`config.mk`:
```
export PLATFORM = sky130hd
export DESIGN_NAME = ogb_offset_gpio_busy
export DESIGN_NICKNAME = d
export VERILOG_FILES = /design/src/shared/ogb_pkg.sv /design/src/logic/ogb_offset_gpio_busy.sv
export VERILOG_INCLUDE_DIRS = /design/src /design/src/shared
export SDC_FILE = /design/constraint.sdc
export NUM_CORES = 1
export LEC_CHECK = 0
export ABC_AREA = 1
export CAP_MARGIN = 10
export CELL_PAD_IN_SITES_DETAIL_PLACEMENT = 0
export CELL_PAD_IN_SITES_GLOBAL_PLACEMENT = 1
export CORE_UTILIZATION = 48
export CTS_CLUSTER_DIAMETER = 200
export DETAILED_ROUTE_END_ITERATION = 10
export DONT_BUFFER_PORTS = 1
export PLACE_DENSITY = 0.91
export RECOVER_POWER = 100
export SYNTH_ARGS = -nofsm -noshare
export SYNTH_HDL_FRONTEND = slang
export SYNTH_SLANG_ARGS = --single-unit
```
`constraint.sdc`:
```
create_clock -name clk -period 3.85 [get_ports clk]
set_input_delay 1.155 -clock clk [delete_from_list [all_inputs] [get_ports clk]]
set_output_delay 1.155 -clock clk [all_outputs]
set_load 0.01 [all_outputs]
```
`src/shared/ogb_defs.svh`:
```
`ifndef OGB_DEFS_SVH
`define OGB_DEFS_SVH
// ----------------------------------------
// Register map (word offsets as byte addresses)
// ----------------------------------------
`define OGB_ADDR_CONFIG     6'h00
`define OGB_ADDR_OFFSET_A   6'h04
`define OGB_ADDR_OFFSET_B   6'h08
`define OGB_ADDR_GPIO       6'h0c
`define OGB_ADDR_IRQ_STATUS 6'h10
`define OGB_ADDR_IRQ_MASK   6'h14
// ----------------------------------------
// Config fields
// ----------------------------------------
`define OGB_CFG_CORR_EN     0
`define OGB_CFG_GAIN        1
`define OGB_CFG_BUSY_FLAG   2
`define OGB_CFG_SINGLE      3
// ----------------------------------------
// Interrupt status fields
// ----------------------------------------
`define OGB_IRQ_BUSY_START  0
`define OGB_IRQ_BUSY_DONE   1
`define OGB_IRQ_GAIN_CHG    2
`define OGB_IRQ_W           3
// ----------------------------------------
// Default offset codes, straight binary
// ----------------------------------------
`define OGB_OFS_G6_SB       12'h99a
`define OGB_OFS_G4_SB       12'haab
// Twos complement form flips the top bit
`define OGB_OFS_TC_FLIP     12'h800
`define OGB_CODE_W          12
`endif

```
`src/shared/ogb_pkg.sv`:
```
package ogb_pkg;
	typedef struct packed {
		logic [5:0]  address;
		logic        read;
		logic        write;
		logic [31:0] writedata;
	} ogb_bus_req_s;

	typedef struct packed {
		logic [31:0] readdata;
		logic        waitrequest;
	} ogb_bus_rsp_s;

	typedef enum logic [1:0] {
		OGB_IDLE = 2'b00,
		OGB_RESP = 2'b01
	} ogb_bus_e;

	typedef struct packed {
		ogb_bus_e    bus;
		logic [31:0] readdata;
		logic        waitrequest;
		logic        corr_en;
		logic        gain_six;
		logic [11:0] ofs_a;
		logic [11:0] ofs_b;
		logic        gpio_bit;
		logic [2:0]  irq_status;
		logic [2:0]  irq_mask;
		logic        busy_flag;
		logic        busy_oe;
		logic        gpio_oe;
		logic        ofs_power;
		logic [11:0] code_a;
		logic [11:0] code_b;
		logic        irq;
	} ogb_state_s;
endpackage

```
`src/logic/ogb_offset_gpio_busy.sv`:
```
`timescale 1ns/100ps
`include "ogb_defs.svh"
// Functional notes
// - Two 12-bit offset codes, groups A, B
// - Larger code shifts group outputs negative
// - Reset loads format and range default
// - Gain change reloads both offset defaults
// - Defaults trimmed per gain six four
// - Single supply keeps offset converters off
// - Pin released at one, low at zero
// - Reading pin bit returns pin level
// - Reset sets pin bit to one
// - Engine running sets flag, pulls busy low
// - Engine finished releases busy line
// - Shared busy low until all finish
// - Correction enable bit, default off
// - Engine disabled forces flag zero, released
module ogb_offset_gpio_busy
(
	input  wire logic                clk,          // 50 MHz clock
	input  wire logic                rst,          // Sync reset, high
	input  wire logic                ce,           // Clock enable
	input  wire ogb_pkg::ogb_bus_req_s bus_req,    // Avalon-MM request
	output      ogb_pkg::ogb_bus_rsp_s bus_rsp,    // Avalon-MM response
	input  wire logic                twos_comp,    // Data format select
	input  wire logic                single_supply, // Supply mode
	input  wire logic                engine_run,   // Correction engine active
	input  wire logic                gpio_in,      // GPIO pin level
	output      logic                gpio_out,     // GPIO drive value
	output      logic                gpio_oe,      // GPIO drive enable
	input  wire logic                busy_in,      // Shared busy line level
	output      logic                busy_out,     // Busy drive value
	output      logic                busy_oe,      // Busy drive enable
	output      logic [11:0]         ofs_code_a,   // Group A offset code
	output      logic [11:0]         ofs_code_b,   // Group B offset code
	output      logic                ofs_power,    // Offset converters on
	output      logic                irq           // Level interrupt
);
	import ogb_pkg::*;

	ogb_state_s st;
	ogb_state_s next_st;

	// ----------------------------------------
	// Helpers
	// ----------------------------------------
	// Default code for a gain, in the active data format
	function automatic logic [11:0] ofs_default(input logic six, input logic tc);
		logic [11:0] c;
		c = six ? `OGB_OFS_G6_SB : `OGB_OFS_G4_SB;
		ofs_default = tc ? (c ^ `OGB_OFS_TC_FLIP) : c;
	endfunction

	function automatic logic [31:0] zext12(input logic [11:0] v);
		zext12 = {20'h0, v};
	endfunction

	// Byte address cut to its word, low bits ignored
	function automatic logic [5:0] word_addr(input logic [5:0] a);
		word_addr = {a[5:2], 2'b00};
	endfunction

	logic       acc_wr;
	logic       acc_rd;
	logic       busy_ev_start;
	logic       busy_ev_done;
	logic       gain_ev;
	logic       new_gain;
	logic [2:0] ev_set;

	always_comb
	begin
		next_st = st;
		acc_wr = 1'b0;
		acc_rd = 1'b0;
		new_gain = st.gain_six;
		gain_ev = 1'b0;
		// ----------------------------------------
		// Bus slave: one wait cycle, answer on second
		// ----------------------------------------
		case (st.bus)
			OGB_IDLE:
			begin
				next_st.waitrequest = 1'b1;
				if (bus_req.read || bus_req.write)
				begin
					next_st.bus = OGB_RESP;
					next_st.waitrequest = 1'b0;
					// Load read data now so it stands while waitrequest is low
					acc_rd = bus_req.read;
				end
			end
			OGB_RESP:
			begin
				acc_wr = bus_req.write;
				next_st.bus = OGB_IDLE;
				next_st.waitrequest = 1'b1;
			end
			default:
			begin
				next_st.bus = OGB_IDLE;
				next_st.waitrequest = 1'b1;
			end
		endcase

		if (acc_rd)
		begin
			case (word_addr(bus_req.address))
				`OGB_ADDR_CONFIG:
					next_st.readdata = {28'h0, st.ofs_power ? 1'b0 : 1'b1, st.busy_flag,
						st.gain_six, st.corr_en};
				`OGB_ADDR_OFFSET_A:   next_st.readdata = zext12(st.ofs_a);
				`OGB_ADDR_OFFSET_B:   next_st.readdata = zext12(st.ofs_b);
				`OGB_ADDR_GPIO:       next_st.readdata = {31'h0, gpio_in};
				`OGB_ADDR_IRQ_STATUS: next_st.readdata = {29'h0, st.irq_status};
				`OGB_ADDR_IRQ_MASK:   next_st.readdata = {29'h0, st.irq_mask};
				default:              next_st.readdata = 32'h0;
			endcase
		end

		if (acc_wr)
		begin
			case (word_addr(bus_req.address))
				`OGB_ADDR_CONFIG:
				begin
					next_st.corr_en = bus_req.writedata[`OGB_CFG_CORR_EN];
					new_gain = bus_req.writedata[`OGB_CFG_GAIN];
				end
				`OGB_ADDR_OFFSET_A:   next_st.ofs_a = bus_req.writedata[11:0];
				`OGB_ADDR_OFFSET_B:   next_st.ofs_b = bus_req.writedata[11:0];
				`OGB_ADDR_GPIO:       next_st.gpio_bit = bus_req.writedata[0];
				`OGB_ADDR_IRQ_MASK:   next_st.irq_mask = bus_req.writedata[2:0];
				default:
				begin
				end
			endcase
		end

		// Gain change overrides any offset write in the same access
		gain_ev = (new_gain != st.gain_six);
		next_st.gain_six = new_gain;
		if (gain_ev)
		begin
			next_st.ofs_a = ofs_default(new_gain, twos_comp);
			next_st.ofs_b = ofs_default(new_gain, twos_comp);
		end

		// ----------------------------------------
		// Busy flag and open-drain line
		// ----------------------------------------
		next_st.busy_flag = st.corr_en && engine_run;
		next_st.busy_oe = next_st.busy_flag;
		busy_ev_start = next_st.busy_flag && !st.busy_flag;
		busy_ev_done = !next_st.busy_flag && st.busy_flag;

		next_st.gpio_oe = !next_st.gpio_bit;
		next_st.ofs_power = !single_supply;

		// Set wins over a write-one clear
		ev_set = {gain_ev, busy_ev_done, busy_ev_start};
		if (acc_wr && (word_addr(bus_req.address) == `OGB_ADDR_IRQ_STATUS))
			next_st.irq_status = st.irq_status & ~bus_req.writedata[2:0];
		next_st.irq_status = next_st.irq_status | ev_set;
		next_st.irq = |(next_st.irq_status & next_st.irq_mask);

		if (rst)
		begin
			next_st = '0;
			next_st.bus = OGB_IDLE;
			next_st.waitrequest = 1'b1;
			next_st.gain_six = 1'b1;
			next_st.ofs_a = ofs_default(1'b1, twos_comp);
			next_st.ofs_b = ofs_default(1'b1, twos_comp);
			next_st.gpio_bit = 1'b1;
			next_st.ofs_power = !single_supply;
		end

		// Converters off drive code zero to avoid stray current
		next_st.code_a = next_st.ofs_power ? next_st.ofs_a : 12'h000;
		next_st.code_b = next_st.ofs_power ? next_st.ofs_b : 12'h000;
	end

	always_ff @(posedge clk)
	begin
		if (ce || rst)
			st <= next_st;
	end

	// ----------------------------------------
	// Outputs straight from state, pin drive values tied to zero
	// ----------------------------------------
	assign bus_rsp.readdata = st.readdata;
	assign bus_rsp.waitrequest = st.waitrequest;
	assign gpio_out = 1'b0;
	assign gpio_oe = st.gpio_oe;
	assign busy_out = 1'b0;
	assign busy_oe = st.busy_oe;
	assign ofs_code_a = st.code_a;
	assign ofs_code_b = st.code_b;
	assign ofs_power = st.ofs_power;
	assign irq = st.irq;
endmodule // ogb_offset_gpio_busy

```
### Word level (Yosys, flattened, before mapping)

Cells that the tools add are included.

* reductions and logical operators: 20
* bitwise operators: 6
* mux-type cells: 24
* equal/unequal tests: 7

Operator list (number)
* 12-bit case mux with 6 select lines: 1
* 60-bit two-way mux: 1
* 12-bit two-way mux: 4
* 32-bit two-way mux: 1
* 25-bit two-way mux: 1
* 24-bit two-way mux: 1
* 1-bit two-way mux: 11
* 10-bit two-way mux: 1
* 3-bit two-way mux: 3
* 4-bit by 2-bit equality test with 1-bit output (second input constant): 2
* 4-bit by 3-bit equality test with 1-bit output (second input constant): 2
* 3-bit AND: 2
* 2-bit nonzero test: 3
* 4-bit by 1-bit equality test with 1-bit output (second input constant): 1
* 1-bit logical AND: 4
* 1-bit logical NOT: 4
* 4-bit logical NOT: 1
* 2-bit AND reduction: 2
* 3-bit != test (second input constant): 1
* 3-bit NOT: 1
* 3-bit bitwise OR: 1
* 3-bit AND reduction: 1
* 3-bit OR reduction: 1
* 2-bit logical NOT: 1
* 5 further kinds: 6

* word-level logic and storage cells: 73
* bits in registers: 95
* input bits: 48
* output and inout port bits: 63

### Longest topological paths before layout

* word-level depth: 8
* depth in mapped cells: 9
* gate-level depth less buffers: 9

### Least setup slack after synthesis

Ideal clock, no wire load.

* path type: input-to-reg
* start point: input rst
* end point: register st (netlist bit bus_rsp[0]), enable pin
* path slack: 0.725 ns
* buffers on the path: 1
* library setup time: 0.415 ns
* arrival: 2.710 ns
* stages: 3
* cell sequence: clkbuf_1 -> nor2_1 -> inv_1

* cells in the longest elaborated chain, start to end: 1

Ends and longest elaborated chain
* start, declared: RTL line ogb_offset_gpio_busy.sv:21 `input wire logic rst,`
* 1-bit logical OR: RTL line ogb_offset_gpio_busy.sv:185 `if (ce || rst)`
* end signal, assigned: RTL line ogb_offset_gpio_busy.sv:186 `st <= next_st;`
* end, declared: RTL line ogb_offset_gpio_busy.sv:41 `ogb_state_s st;`

Every way passes these cells.
A chain may end at the register's enable or synchronous reset.

### Worst setup path in the final report

* start point: input bus_req[38] (netlist name)
* end point: register st (netlist bit ofs_code_a[11]) (data pin)

* cells in the longest elaborated chain, start to end: 6
* elaborated cells between the ends (all ways): 9

Ends and longest elaborated chain
* start, declared: RTL line ogb_offset_gpio_busy.sv:23 `input wire ogb_pkg::ogb_bus_req_s bus_req,`
* 4-bit logical NOT: RTL line ogb_offset_gpio_busy.sv:123 `case (word_addr(bus_req.address))`
* 1-bit two-way mux: RTL line ogb_offset_gpio_busy.sv:123
* 1-bit two-way mux: RTL line ogb_offset_gpio_busy.sv:121 `if (acc_wr)`
* 1-bit != test: RTL line ogb_offset_gpio_busy.sv:140 `gain_ev = (new_gain != st.gain_six);`
* 24-bit two-way mux *: RTL line ogb_offset_gpio_busy.sv:142 `if (gain_ev)`
* 60-bit two-way mux *: RTL line ogb_offset_gpio_busy.sv:166 `if (rst)`

Mark *: on every way between the ends. The rest lies on a longest branch, timed or not.

==> flow_metrics.env <==
export IMPL_chipHeight_um=94.2
export IMPL_critPathLaunch="bus_req[38]"
export IMPL_drive_gt1_share_pct=8.59
export IMPL_synth_area_per_cell_um2=9.55
export IMPL_clk_latency_ns=0.35
export IMPL_viasPerCell=5.10
export IMPL_hold_viol=0
export IMPL_dpl_hpwl_um=5350
export IMPL_rsz0062_at_grt="false"
export IMPL_synth_top_area_cell="edfxtp_1"
export IMPL_yosysUniqueCellTypes=29
export IMPL_num_vias=2553
export IMPL_cts_tree="yes"
export IMPL_grt_pass1_wl_um=12300
export IMPL_ctsLongestPathBuffers=2
export IMPL_clk_pin_slew_ns=0.07
export IMPL_initial_core_util_pct=49.6
export IMPL_cap_violations=0
export IMPL_netlist_area_leader_share_pct=55.2
export IMPL_fin_area_um2=3910
export IMPL_ys_warn_count=0
export IMPL_clock_sinks=75
export IMPL_io_buffers=0
export IMPL_grt_use_total_pct=19.0
export IMPL_area_growth_pct=-4.05
export IMPL_num_rows=33
export IMPL_antenna_found_initial=0
export IMPL_r2r_slack_ns=1.70
export IMPL_diodes=0
export IMPL_worstPathArrival_ns=3.10
export IMPL_syn_cell_area_um2=4080
export IMPL_start_kind="input port"
export IMPL_place_ws_ns=1.07
export IMPL_status="complete, no violations"
export IMPL_drt_first_pass_iters=5
export IMPL_synth_yosys_seq_area_share_pct=55.2
export IMPL_p_leak_nw=1.69
export IMPL_final_antenna_net_count=0
export IMPL_criticalPathCategory="input port to register"
export IMPL_core_area_um2=8220
export IMPL_worst_setup_path_end_kind="register"
export IMPL_worstRegToRegCells=9
export IMPL_r2r_start="st[95]$_SDFFCE_PP0P_"
export IMPL_drt_initial_drc_count=230
export IMPL_overflow=0
export IMPL_crit_path_end="ofs_code_a[11]$_SDFFCE_PP0P_"
export IMPL_syn_inst=427
export IMPL_fmax_mhz=333
export IMPL_reg2reg_to="st[45]$_DFFE_PP_"
export IMPL_setup_viol=0
export IMPL_die_area_um2=8870
export IMPL_routed_wirelength_um=7890
export IMPL_clock_skew_ns=0.00725
export IMPL_max_vdd_ir_drop_mv=0.168
export IMPL_cts_setup_buffers=0
export IMPL_drt_wirelength_per_cell_um=15.7
export IMPL_gp_congestion=0.820
export IMPL_htreeDepth=3
export IMPL_cp_required_ns=3.95
export IMPL_fillers=764
export IMPL_slew_limit_headroom_pct=26.1
export IMPL_hp_class="register to register"
export IMPL_cts_root_buf="clkbuf_8"
export IMPL_io_pins=111
export IMPL_grt_pass1_vias=2382
export IMPL_worst_slack_ns=0.851
export IMPL_cts_buffers=9
export IMPL_fin_crit_sh_pct=77.9
export IMPL_fin_setup_tns_ns=0
export IMPL_route_detailed_drc=0
export IMPL_placed_cell_area_um2=3800
export IMPL_powerDensity_nw_per_um2=418
export IMPL_fp_dieW_um=94.2
export IMPL_fin_crit_ns=3.00
export IMPL_synth_seq_cells=75
export IMPL_final_net_count=439
export IMPL_synth_area_leaders="edfxtp_1, buf_4, nand2_1"
export IMPL_maxSlewViolCount=0
export IMPL_worst_pin_slew_ns=1.11
export IMPL_cts_resized=0
export IMPL_ctsHoldBuffers=0
export IMPL_crit_fanout=21
export IMPL_grt_start_max_net_pins=28
export IMPL_total_power_mw=1.64
==> worst max-delay path, stage by stage <==
cell,delay (ns)
nor2_4,0.12
clkbuf_1,0.80
nand2_4,0.14
nor2_4,0.17
nand3_1,0.11
nand3_2,0.29
nand2_1,0.12
nand2_1,0.13
nor2_1,0.05
==> cells in the mapped netlist <==
cell type / instances
conb_1: 1
nor2_1: 36
inv_2: 8
o221ai_1: 1
o21ai_1: 19
a21oi_1: 12
o21ai_2: 3
nand4_1: 1
nand3_2: 2
clkbuf_1: 5
nand2_4: 1
inv_1: 42
clkinv_2: 1
nand3_1: 25
a31oi_2: 1
nor2_4: 5
o22ai_1: 5
a31oi_1: 1
nor3_1: 4
nand3_4: 1
buf_6: 1
buf_4: 61
o21ai_0: 14
clkinv_1: 1
edfxtp_1: 75
a21oi_2: 6
nand2_1: 87
nor3_2: 3
buf_2: 5
==> how the worst min path moves through the flow <==
stage,from,depth (start not counted),to,slack [ns]
floorplan,st[35]$_SDFFCE_PP1P_,4,st[35]$_SDFFCE_PP1P_,0.56
global placement,st[35]$_SDFFCE_PP1P_,4,st[35]$_SDFFCE_PP1P_,0.58
detailed placement,st[35]$_SDFFCE_PP1P_,4,st[35]$_SDFFCE_PP1P_,0.59
CTS,st[35]$_SDFFCE_PP1P_,4,st[35]$_SDFFCE_PP1P_,0.61
finish,st[35]$_SDFFCE_PP1P_,4,st[35]$_SDFFCE_PP1P_,0.61
global route,st[95]$_SDFFCE_PP0P_,1,st[95]$_SDFFCE_PP0P_,0.65
==> placed cells by master (no fill, tap or decap) <==
master / instances
nor2_1: 36
o221ai_1: 1
nand2_4: 1
nand4_1: 1
a31oi_1: 2
inv_2: 8
nor2_4: 5
conb_1: 22
o21ai_1: 12
o22ai_1: 5
o21ai_2: 3
nor3_1: 5
nor3_2: 2
clkinvlp_4: 1
a21oi_1: 18
inv_1: 42
clkbuf_1: 6
nand3_1: 26
nand3_2: 1
nand2_1: 87
o21ai_0: 21
nand3_4: 1
clkinv_1: 3
buf_4: 2
clkinv_2: 1
clkbuf_8: 9
edfxtp_1: 75
==> cell type report <==
class | count | area (µm²) | share of cell area, %
Sequential cell | 75 | 2250 | 57.6
Multi-Input combinational cell | 249 | 1150 | 29.5
Inverter | 52 | 196 | 5.02
Clock buffer | 13 | 139 | 3.55
Tap cell | 105 | 131 | 3.36
Timing Repair Buffer | 4 | 22.5 | 0.576
Clock inverter | 3 | 15.0 | 0.384
==> per-stage QoR <==
stage,std cells,util (%),hold slack (ns)
floorplan,448,-,0.561
global placement,485,46.3,0.583
detailed placement,485,46.3,0.593
CTS,501,48.2,0.612
global route,501,47.6,0.650
finish,501,47.6,0.609
==> flip-flops by register name, summed over array words and instances, names as in the netlist <==
signal      flops
st             34
bus_rsp        13
ofs_code_a     12
ofs_code_b     12
busy_oe         1
gpio_oe         1
irq             1
ofs_power       1
==> kinds of logic (layout without fill, tap and decap cells) <==
| family | after synthesis | in the layout | share of synthesized area [%] |
|---|---|---|---|
| AO/OA/AOI/OAI | 62 | 62 | 8.90 |
| flip-flops | 75 | 75 | 55.2 |
| AND/OR/NAND/NOR | 165 | 165 | 18.4 |
| buffers and inverters | 124 | 72 | 17.4 |
| other | 1 | 22 | 0.0920 |
==> report_power, final <==
part / switching, mW / internal [mW]
Clock: 0.276 / 0.231
Combinational: 0.0944 / 0.0336
Sequential: 0.0393 / 0.962
Total: 0.409 / 1.23
==> layer usage <==
metal  vias up  track usage [%]  wire length, µm
met5         -                0                0
met4         0             8.97              178
met3        17             4.69              559
met2        87             30.6             3820
met1      1184             23.7             3340
li1       1265                -                -
Note: power is estimated with default switching activity, not from simulation.
